==> config.mk <==
export PLATFORM = sky130hd
export DESIGN_NAME = tomr_opmode_reg
export DESIGN_NICKNAME = d
export VERILOG_FILES = /design/src/hdl/tomr_opmode_reg.v
export VERILOG_INCLUDE_DIRS = /design/src /design/src/hdl
export SDC_FILE = /design/constraint.sdc
export NUM_CORES = 1
export LEC_CHECK = 0
export ABC_AREA = 0
export BUFFER_PORTS_ARGS = -buffer_cell sky130_fd_sc_hd__clkbuf_2
export CAP_MARGIN = 20
export CORE_MARGIN = 2
export CORE_UTILIZATION = 48
export DETAILED_ROUTE_END_ITERATION = 12
export HOLD_SLACK_MARGIN = 0.12
export PLACE_DENSITY = 0.93
export SLEW_MARGIN = 15
export SYNTH_ARGS = -nofsm -noshare
export SYNTH_HDL_FRONTEND = slang
export SYNTH_SLANG_ARGS = --single-unit
export TNS_END_PERCENT = 5
==> constraint.sdc <==
create_clock -name mclk -period 3.29 [get_ports mclk]
set_input_delay 0.329 -clock mclk [delete_from_list [all_inputs] [get_ports mclk]]
set_output_delay 0.329 -clock mclk [all_outputs]
set_load 0.02 [all_outputs]
==> src/hdl/tomr_defines.vh <==
// register offset, field positions and reset value of the operating mode register
// assumes inclusion by bare name from design files
`ifndef TOMR_DEFINES_VH
`define TOMR_DEFINES_VH
`define TOMR_ADDR_W 8
`define TOMR_OPMODE_ADDR 8'h0b
`define TOMR_OPMODE_RESET 8'h80
`define TOMR_BIT_POWER_DOWN_BIT 7
`define TOMR_AMODE_HI 6
`define TOMR_AMODE_LO 5
`define TOMR_BIT_WINDOW 4
`define TOMR_BIT_FILT 3
`define TOMR_BIT_AVG_POS 2
`define TOMR_BIT_AVG_PRS 1
`define TOMR_MODE_DIRECT 2'h0
`define TOMR_MODE_XY 2'h1
`define TOMR_MODE_XYZ1 2'h2
`define TOMR_MODE_XYZ12 2'h3
`endif

==> src/hdl/tomr_opmode_reg.v <==
// operating mode configuration register of the touch controller core
// assumes the serial link decoder presents one-cycle write/read strobes on mclk
`timescale 1ns/1ps
`default_nettype none
`include "tomr_defines.vh"

module tomr_opmode_reg (
  // clock and reset
  input wire mclk,
  input wire rst_b,
  // register access from serial link decoder
  input wire reg_wr,
  input wire reg_rd,
  input wire [7:0] reg_addr,
  input wire [7:0] reg_wdata,
  output reg [7:0] reg_rdata,
  // control outputs to the core
  output wire power_down_bit,
  output wire otp_reset,
  output wire [1:0] acquisition_mode_field,
  output wire self_scan,
  output wire scan_x,
  output wire scan_y,
  output wire scan_first_pressure_term,
  output wire scan_second_pressure_term,
  output wire spatial_window_enable,
  output wire aperture_active,
  output wire filter_type_select,
  output wire median_filter,
  output wire position_averaging_enable,
  output wire pressure_averaging_enable,
  output wire aux_allowed,
  output reg fifo_clear,
  output reg meas_clear
);

  reg [7:0] opmode_q;
  reg [7:0] opmode_d;
  wire hit_wr;
  wire [3:0] scan_set_d;
  reg [3:0] scan_set_q;
  reg aperture_q;
  reg aux_q;

  ////////////////////////////////////////////////////////////////////////
  // decode helpers

  // address match, shared by the write and read paths
  function tomr_addr_hit;
    input [7:0] addr;
    begin
      tomr_addr_hit = (addr == `TOMR_OPMODE_ADDR);
    end
  endfunction

  // scan set {x, y, first pressure, second pressure} for a mode code
  // a powered-down device scans nothing, whatever the mode field holds
  function [3:0] tomr_scan_set;
    input pwr_dn;
    input [1:0] mode;
    begin
      if (pwr_dn) begin
        tomr_scan_set = 4'h0;
      end else begin
        case (mode)
          `TOMR_MODE_DIRECT: tomr_scan_set = 4'h0;
          `TOMR_MODE_XY: tomr_scan_set = 4'hc;
          `TOMR_MODE_XYZ1: tomr_scan_set = 4'he;
          default: tomr_scan_set = 4'hf;
        endcase
      end
    end
  endfunction

  ////////////////////////////////////////////////////////////////////////
  // write path

  assign hit_wr = reg_wr && tomr_addr_hit(reg_addr);

  always @* begin
    opmode_d = opmode_q;
    if (hit_wr) begin
      // reserved bit kept zero whatever the host writes
      opmode_d = {reg_wdata[7:1], 1'b0};
    end
  end

  always @(posedge mclk or negedge rst_b) begin
    if (!rst_b) begin
      opmode_q <= `TOMR_OPMODE_RESET;
      fifo_clear <= 1'b0;
      meas_clear <= 1'b0;
    end else begin
      opmode_q <= opmode_d;
      // pulse fires on every write to this register's address, even an unchanged value
      fifo_clear <= hit_wr;
      meas_clear <= hit_wr;
    end
  end

  ////////////////////////////////////////////////////////////////////////
  // read path: registered data, zero for other addresses

  always @(posedge mclk or negedge rst_b) begin
    if (!rst_b) begin
      reg_rdata <= 8'h00;
    end else if (reg_rd) begin
      if (tomr_addr_hit(reg_addr)) begin
        reg_rdata <= opmode_q;
      end else begin
        reg_rdata <= 8'h00;
      end
    end
  end

  ////////////////////////////////////////////////////////////////////////
  // registered scan decode
  // decoded from the next register value so the flops move on the same
  // edge as the register itself; no extra cycle of latency

  assign scan_set_d = tomr_scan_set(opmode_d[`TOMR_BIT_POWER_DOWN_BIT],
                                    opmode_d[`TOMR_AMODE_HI:`TOMR_AMODE_LO]);

  always @(posedge mclk or negedge rst_b) begin
    if (!rst_b) begin
      // reset value is powered down, so nothing scans
      scan_set_q <= 4'h0;
      aperture_q <= 1'b0;
      aux_q <= 1'b0;
    end else begin
      scan_set_q <= scan_set_d;
      // aperture gates fifo logging only in autonomous scanning
      aperture_q <= opmode_d[`TOMR_BIT_WINDOW] && (scan_set_d != 4'h0);
      // advisory only; the host is expected to respect it
      aux_q <= !opmode_d[`TOMR_BIT_POWER_DOWN_BIT] &&
               (opmode_d[`TOMR_AMODE_HI:`TOMR_AMODE_LO] == `TOMR_MODE_DIRECT);
    end
  end

  ////////////////////////////////////////////////////////////////////////
  // field outputs

  assign power_down_bit = opmode_q[`TOMR_BIT_POWER_DOWN_BIT];
  assign otp_reset = opmode_q[`TOMR_BIT_POWER_DOWN_BIT];
  assign acquisition_mode_field = opmode_q[`TOMR_AMODE_HI:`TOMR_AMODE_LO];
  // every autonomous mode scans x, so x doubles as the self-scan flag
  assign self_scan = scan_set_q[3];
  assign scan_x = scan_set_q[3];
  assign scan_y = scan_set_q[2];
  assign scan_first_pressure_term = scan_set_q[1];
  assign scan_second_pressure_term = scan_set_q[0];
  assign spatial_window_enable = opmode_q[`TOMR_BIT_WINDOW];
  assign aperture_active = aperture_q;
  assign filter_type_select = opmode_q[`TOMR_BIT_FILT];
  assign median_filter = !filter_type_select;
  assign position_averaging_enable = opmode_q[`TOMR_BIT_AVG_POS];
  assign pressure_averaging_enable = opmode_q[`TOMR_BIT_AVG_PRS];
  assign aux_allowed = aux_q;

endmodule
`default_nettype wire

After elaboration in Yosys (flattened, before gate mapping)
Index checks and enable logic that the tools add are counted.
{"block": "word_totals", "reg_bits": 22}
{"block": "op_classes", "eq_ne": 3, "mux": 4, "reduce_logical": 7}
{"cell": "$mux 8", "count": 2}
{"cell": "$pmux 4 s3", "count": 1}
{"cell": "$eq 8x4->1 const B", "count": 1}
{"cell": "$mux 4", "count": 1}
{"cell": "$reduce_bool 4->1", "count": 1}
{"cell": "$logic_and 1x1->1", "count": 3}
{"cell": "$eq 2x1->1 const B", "count": 1}
{"cell": "$eq 2x2->1 const B", "count": 1}
{"cell": "$logic_not 1->1", "count": 2}
{"cell": "$logic_not 2->1", "count": 1}

Longest topological paths before layout
{"block": "depth", "depth_word": 8, "depth_mapped": 4, "depth_no_buf": 3}

Least setup slack after synthesis
OpenSTA, ideal clock, no wires.
{"block": "synth_path", "path_type": "input to register", "start": "input reg_addr[5]", "end": "register aux_q (netlist: aux_allowed)", "t_required_ps": 3165, "n_path_buf": 1, "path_slack_ps": 1908, "setup_ps": 125, "arrival_time_ps": 1257, "path_stages": 4, "cell_sequence": "nor4_4 -> nand4_4 -> buf_6 -> mux2_4"}
{"block": "synth_via", "elab_chain_len": 5, "word_cells_on_any_way": 6}
{"item": "from (decl)", "line": "tomr_opmode_reg.v:14", "source": "input wire [7:0] reg_addr,"}
{"item": "$eq 8x4->1 (no line) *"}
{"item": "$logic_and 1x1->1 *", "line": "tomr_opmode_reg.v:78", "source": "assign hit_wr = reg_wr && tomr_addr_hit(reg_addr);"}
{"item": "$mux 8 *", "line": "tomr_opmode_reg.v:82", "source": "if (hit_wr) begin"}
{"item": "$logic_not 2->1 or $logic_not 1->1 (tied branches)"}
{"item": "$logic_and 1x1->1 *", "line": "tomr_opmode_reg.v:135", "source": "aux_q <= !opmode_d[`TOMR_BIT_POWER_DOWN_BIT] &&"}
{"item": "to (signal assigned)", "line": "tomr_opmode_reg.v:135"}
{"item": "to (decl)", "line": "tomr_opmode_reg.v:43", "source": "reg aux_q;"}
Every way passes the cells marked *; elsewhere a longest branch is shown, timed or not.
A chain may end at the register's enable or synchronous reset.

Final worst setup path
{"block": "layout_path", "start": "register opmode_q[7]", "end": "output otp_reset"}
{"item": "from (decl)", "line": "tomr_opmode_reg.v:37", "source": "reg [7:0] opmode_q;"}
{"item": "from (signal assigned)", "line": "tomr_opmode_reg.v:90", "source": "opmode_q <= `TOMR_OPMODE_RESET;"}
{"item": "from (signal assigned)", "line": "tomr_opmode_reg.v:94", "source": "opmode_q <= opmode_d;"}
{"item": "to (decl)", "line": "tomr_opmode_reg.v:19", "source": "output wire otp_reset,"}
No word-level cell between the ends.

==> impl_metrics.py <==
metrics = {
    "yosys": {
        "synth_nets": 98,
        "syn_inst": 78,
        "syn_area_sq_um": 942.2,
        "synth_area_leaders": "dfrtp_1 (50%), mux2_4 (9.6%), o22ai_1 (4.6%)",
        "yosysSeqAreaShare_pct": 53.25,
        "avgSynthCellArea_sq_um": 12.08,
        "synth_top_area_share_pct": 50.46,
        "synth_seq_cells": 20,
        "yosys.area.top_type": "dfrtp_1",
        "synth_warnings": 0,
        "synth.distinct_cells": 21,
    },
    "worst_setup_path": {
        "crit_path_max_incr_delay_ns": 0.61,
        "cp-start-kind": "flop",
        "critPathMaxFanout": 8,
        "crit_arrival_ns": 1.09,
        "crit_required_ns": 2.96,
        "path_cells": "clkbuf_2",
        "cp.depth": 1,
        "regToRegSetupSlack_ns": 2.14,
        "r2r_cells": 2,
        "cp-end-kind": "primary output",
        "cp_slowest_cell": "dfstp_2",
        "criticalPathCategory": "reg -> out",
        "crit_family": "flip-flops",
        "reg2reg_to": "scan_set_q[2]",
        "r2r_start": "opmode_q[7]",
        "crit_buf_inv": 1,
    },
    "placed_design": {
        "dpl-instance-area_sq_um": 1139,
        "gp_congestion": 0.7732,
        "place_hpwl_microns": 1399,
        "placedCellCount": 141,
        "numPortBuffers": 43,
    },
    "sta": {
        "drv_slew": 0,
        "final-setup-viol-count": 0,
        "max_freq_ghz": 0.7072,
        "final.min_clock_period_ns": 1.414,
        "finalCritPeriodShare_pct": 42.98,
        "skew_ns": 0.003776,
        "rsz0062_at_grt": "false",
        "setup_tns_ns": 0,
        "finalHoldViolCount": 0,
    },
    "layout": {
        "diodes": 0,
        "instances_no_fill": 146,
        "post-route-util_pct": 61.78,
        "layout.nets": 140,
        "final_common_cell": "clkbuf_2",
        "finalInstanceArea_sq_um": 1175,
        "final_cell_mix": "clkbuf_2 (43), dfrtp_1 (19), inv_1 (9), nand2_1 (9), o22ai_1 (7)",
        "syn2layout_area_growth_pct": 24.70,
        "drive_gt1_share_pct": 50.42,
    },
    "min_path": {
        "hold_end": "opmode_q[2]",
        "holdPathStages": 2,
        "hold_class": "in -> reg",
        "min_from": "reg_wdata[2]",
    },
    "routing": {
        "met1_length_microns": 682,
        "drc": 0,
        "viasPerCell": 4.801,
        "drtIter0Drc": 12,
        "maxUsedRoutingLayer": "met4",
        "wl_met2_microns": 942,
        "totalWireLength_microns": 1731,
        "wl_per_cell_microns": 11.86,
        "wl_met3_microns": 73,
        "antenna_left": 0,
        "drt-pass1-iter-count": 4,
        "routed-via-count": 701,
    },
    "floorplan": {
        "core-area_sq_um": 1902,
        "ioPinCount": 46,
        "die_area_sq_um": 2333,
        "die_h_microns": 48.31,
        "die_w_microns": 48.31,
        "rows": 16,
        "start_util_pct": 49.54,
    },
    "cts": {
        "clkSinkCount": 20,
        "clkTransAtPathRegs_ns": 0.10,
        "cts_resized": 0,
        "cts_made_buffers": 3,
        "root_buffer": "clkbuf_4",
        "clk_path_buf_depth": 2,
        "tritoncts": "built",
        "htreeDepth": 1,
        "clock_latency_ns": 0.29,
    },
    "power_and_ir_drop": {
        "worst_ir_drop_vdd_mv": 0.1806,
        "power_density_nw_per_um2": 376.3,
        "power_frac_seq_pct": 59.0,
        "switching_power_mw": 0.1118,
        "p_sw_share_pct": 25.28,
        "power_frac_comb_pct": 15.3,
        "p_leak_nw": 0.6390,
        "p_int_mw": 0.3303,
        "pwr-share-clk_pct": 25.7,
    },
    "grt": {
        "grt_max_degree": 21,
        "grt_pass1_wl_microns": 2911,
        "grt_pass1_vias": 664,
        "antenna_found_initial": 0,
        "grt-ovfl-total": 0,
        "grt.total_usage_pct": 15.97,
    },
    "outcome": {
        "status": "finished clean",
    },
    "run": {
        "maxCapViolCount": 0,
    },
}
[per-layer routing]
| metal | global-route usage [%] | vias up |
|---|---|---|
| li1 | - | 337 |
| met1 | 18.05 | 326 |
| met2 | 28.47 | 34 |
| met3 | 2.469 | 4 |
| met4 | 9.524 | 0 |
| met5 | 0 | - |
[power by group through the flow]
| stage | clock [mW] | combinational (mW) | sequential [mW] |
|---|---|---|---|
| after floorplan | 0 | 0.0312 | 0.274 |
| after global placement | 0 | 0.0657 | 0.265 |
| after detailed placement | 0 | 0.0673 | 0.265 |
| after CTS | 0.114 | 0.0683 | 0.261 |
| after global routing | 0.123 | 0.0730 | 0.262 |
| final | 0.114 | 0.0677 | 0.261 |
[synth_stat cells]
master    number
mux2_2         3
clkbuf_1       1
mux2_4         6
and2_1         1
nand2b_1       2
nor4_4         1
buf_6          1
conb_1         1
nand4_4        1
buf_4          5
and2b_1        1
o21ba_2        2
nand2_1        9
nand3_1        1
mux2i_1        3
nand3b_1       2
dfstp_2        1
inv_1          9
o22ai_1        7
nor3_1         2
dfrtp_1       19
[state kept, by name, indices dropped and copies added, names as in the netlist]
name,flops
reg_rdata,7
meas_clear,1
opmode_q,7
aperture_active,1
scan_set_q,3
aux_allowed,1
[metrics by stage]
| step | total power, mW | worst slack [ns] | hold WS [ns] |
|---|---|---|---|
| 6_report | 0.4421 | 1.876 | 0.2694 |
| 4_1_cts | 0.4432 | 1.882 | 0.2618 |
| 5_1_grt | 0.4575 | 1.850 | 0.2659 |
| 3_5_place_dp | 0.3326 | 1.639 | 0.2954 |
| 3_3_place_gp | 0.3306 | 1.717 | 0.2923 |
| 2_1_floorplan | 0.3051 | 1.908 | 0.03341 |
[logic make-up (layout without fill, tap and decap cells)]
| group | count (synthesis) | in the layout | synth area share, % |
|---|---|---|---|
| other | 1 | 1 | 0.3980 |
| AOI/OAI and AO/OA | 9 | 9 | 6.773 |
| buffers and inverters | 16 | 57 | 9.163 |
| muxes | 12 | 12 | 16.33 |
| DFF | 20 | 20 | 53.25 |
| and+or+nand+nor | 20 | 20 | 14.08 |
[what timing repair did]
item | in CTS | in global routing
hold endpoints to repair | 19 | 0
buffers inserted | 0 | 0
hold buffers | 1 | 0
setup endpoints to repair | 0 | 0
[how the worst max path moves through the flow]
stage | start | to | slack [ns]
2_1_floorplan | reg_addr[5] | aux_allowed | 1.91
3_3_place_gp | reg_addr[5] | aux_allowed | 1.72
3_5_place_dp | reg_addr[5] | aux_allowed | 1.64
4_1_cts | opmode_q[7] | power_down_bit | 1.88
5_1_grt | opmode_q[7] | otp_reset | 1.85
6_report | opmode_q[7] | otp_reset | 1.88
[layout make-up]
class | instances | area (sq um)
clock buffers | 4 | 26.28
fillers | 162 | 726.9
well taps | 27 | 33.78
flip-flops and latches | 20 | 501.7
multi-input cells | 42 | 354.1
repair buffers | 44 | 225.2
inverters | 9 | 33.78
Note: power is estimated with default switching activity, not from simulation.
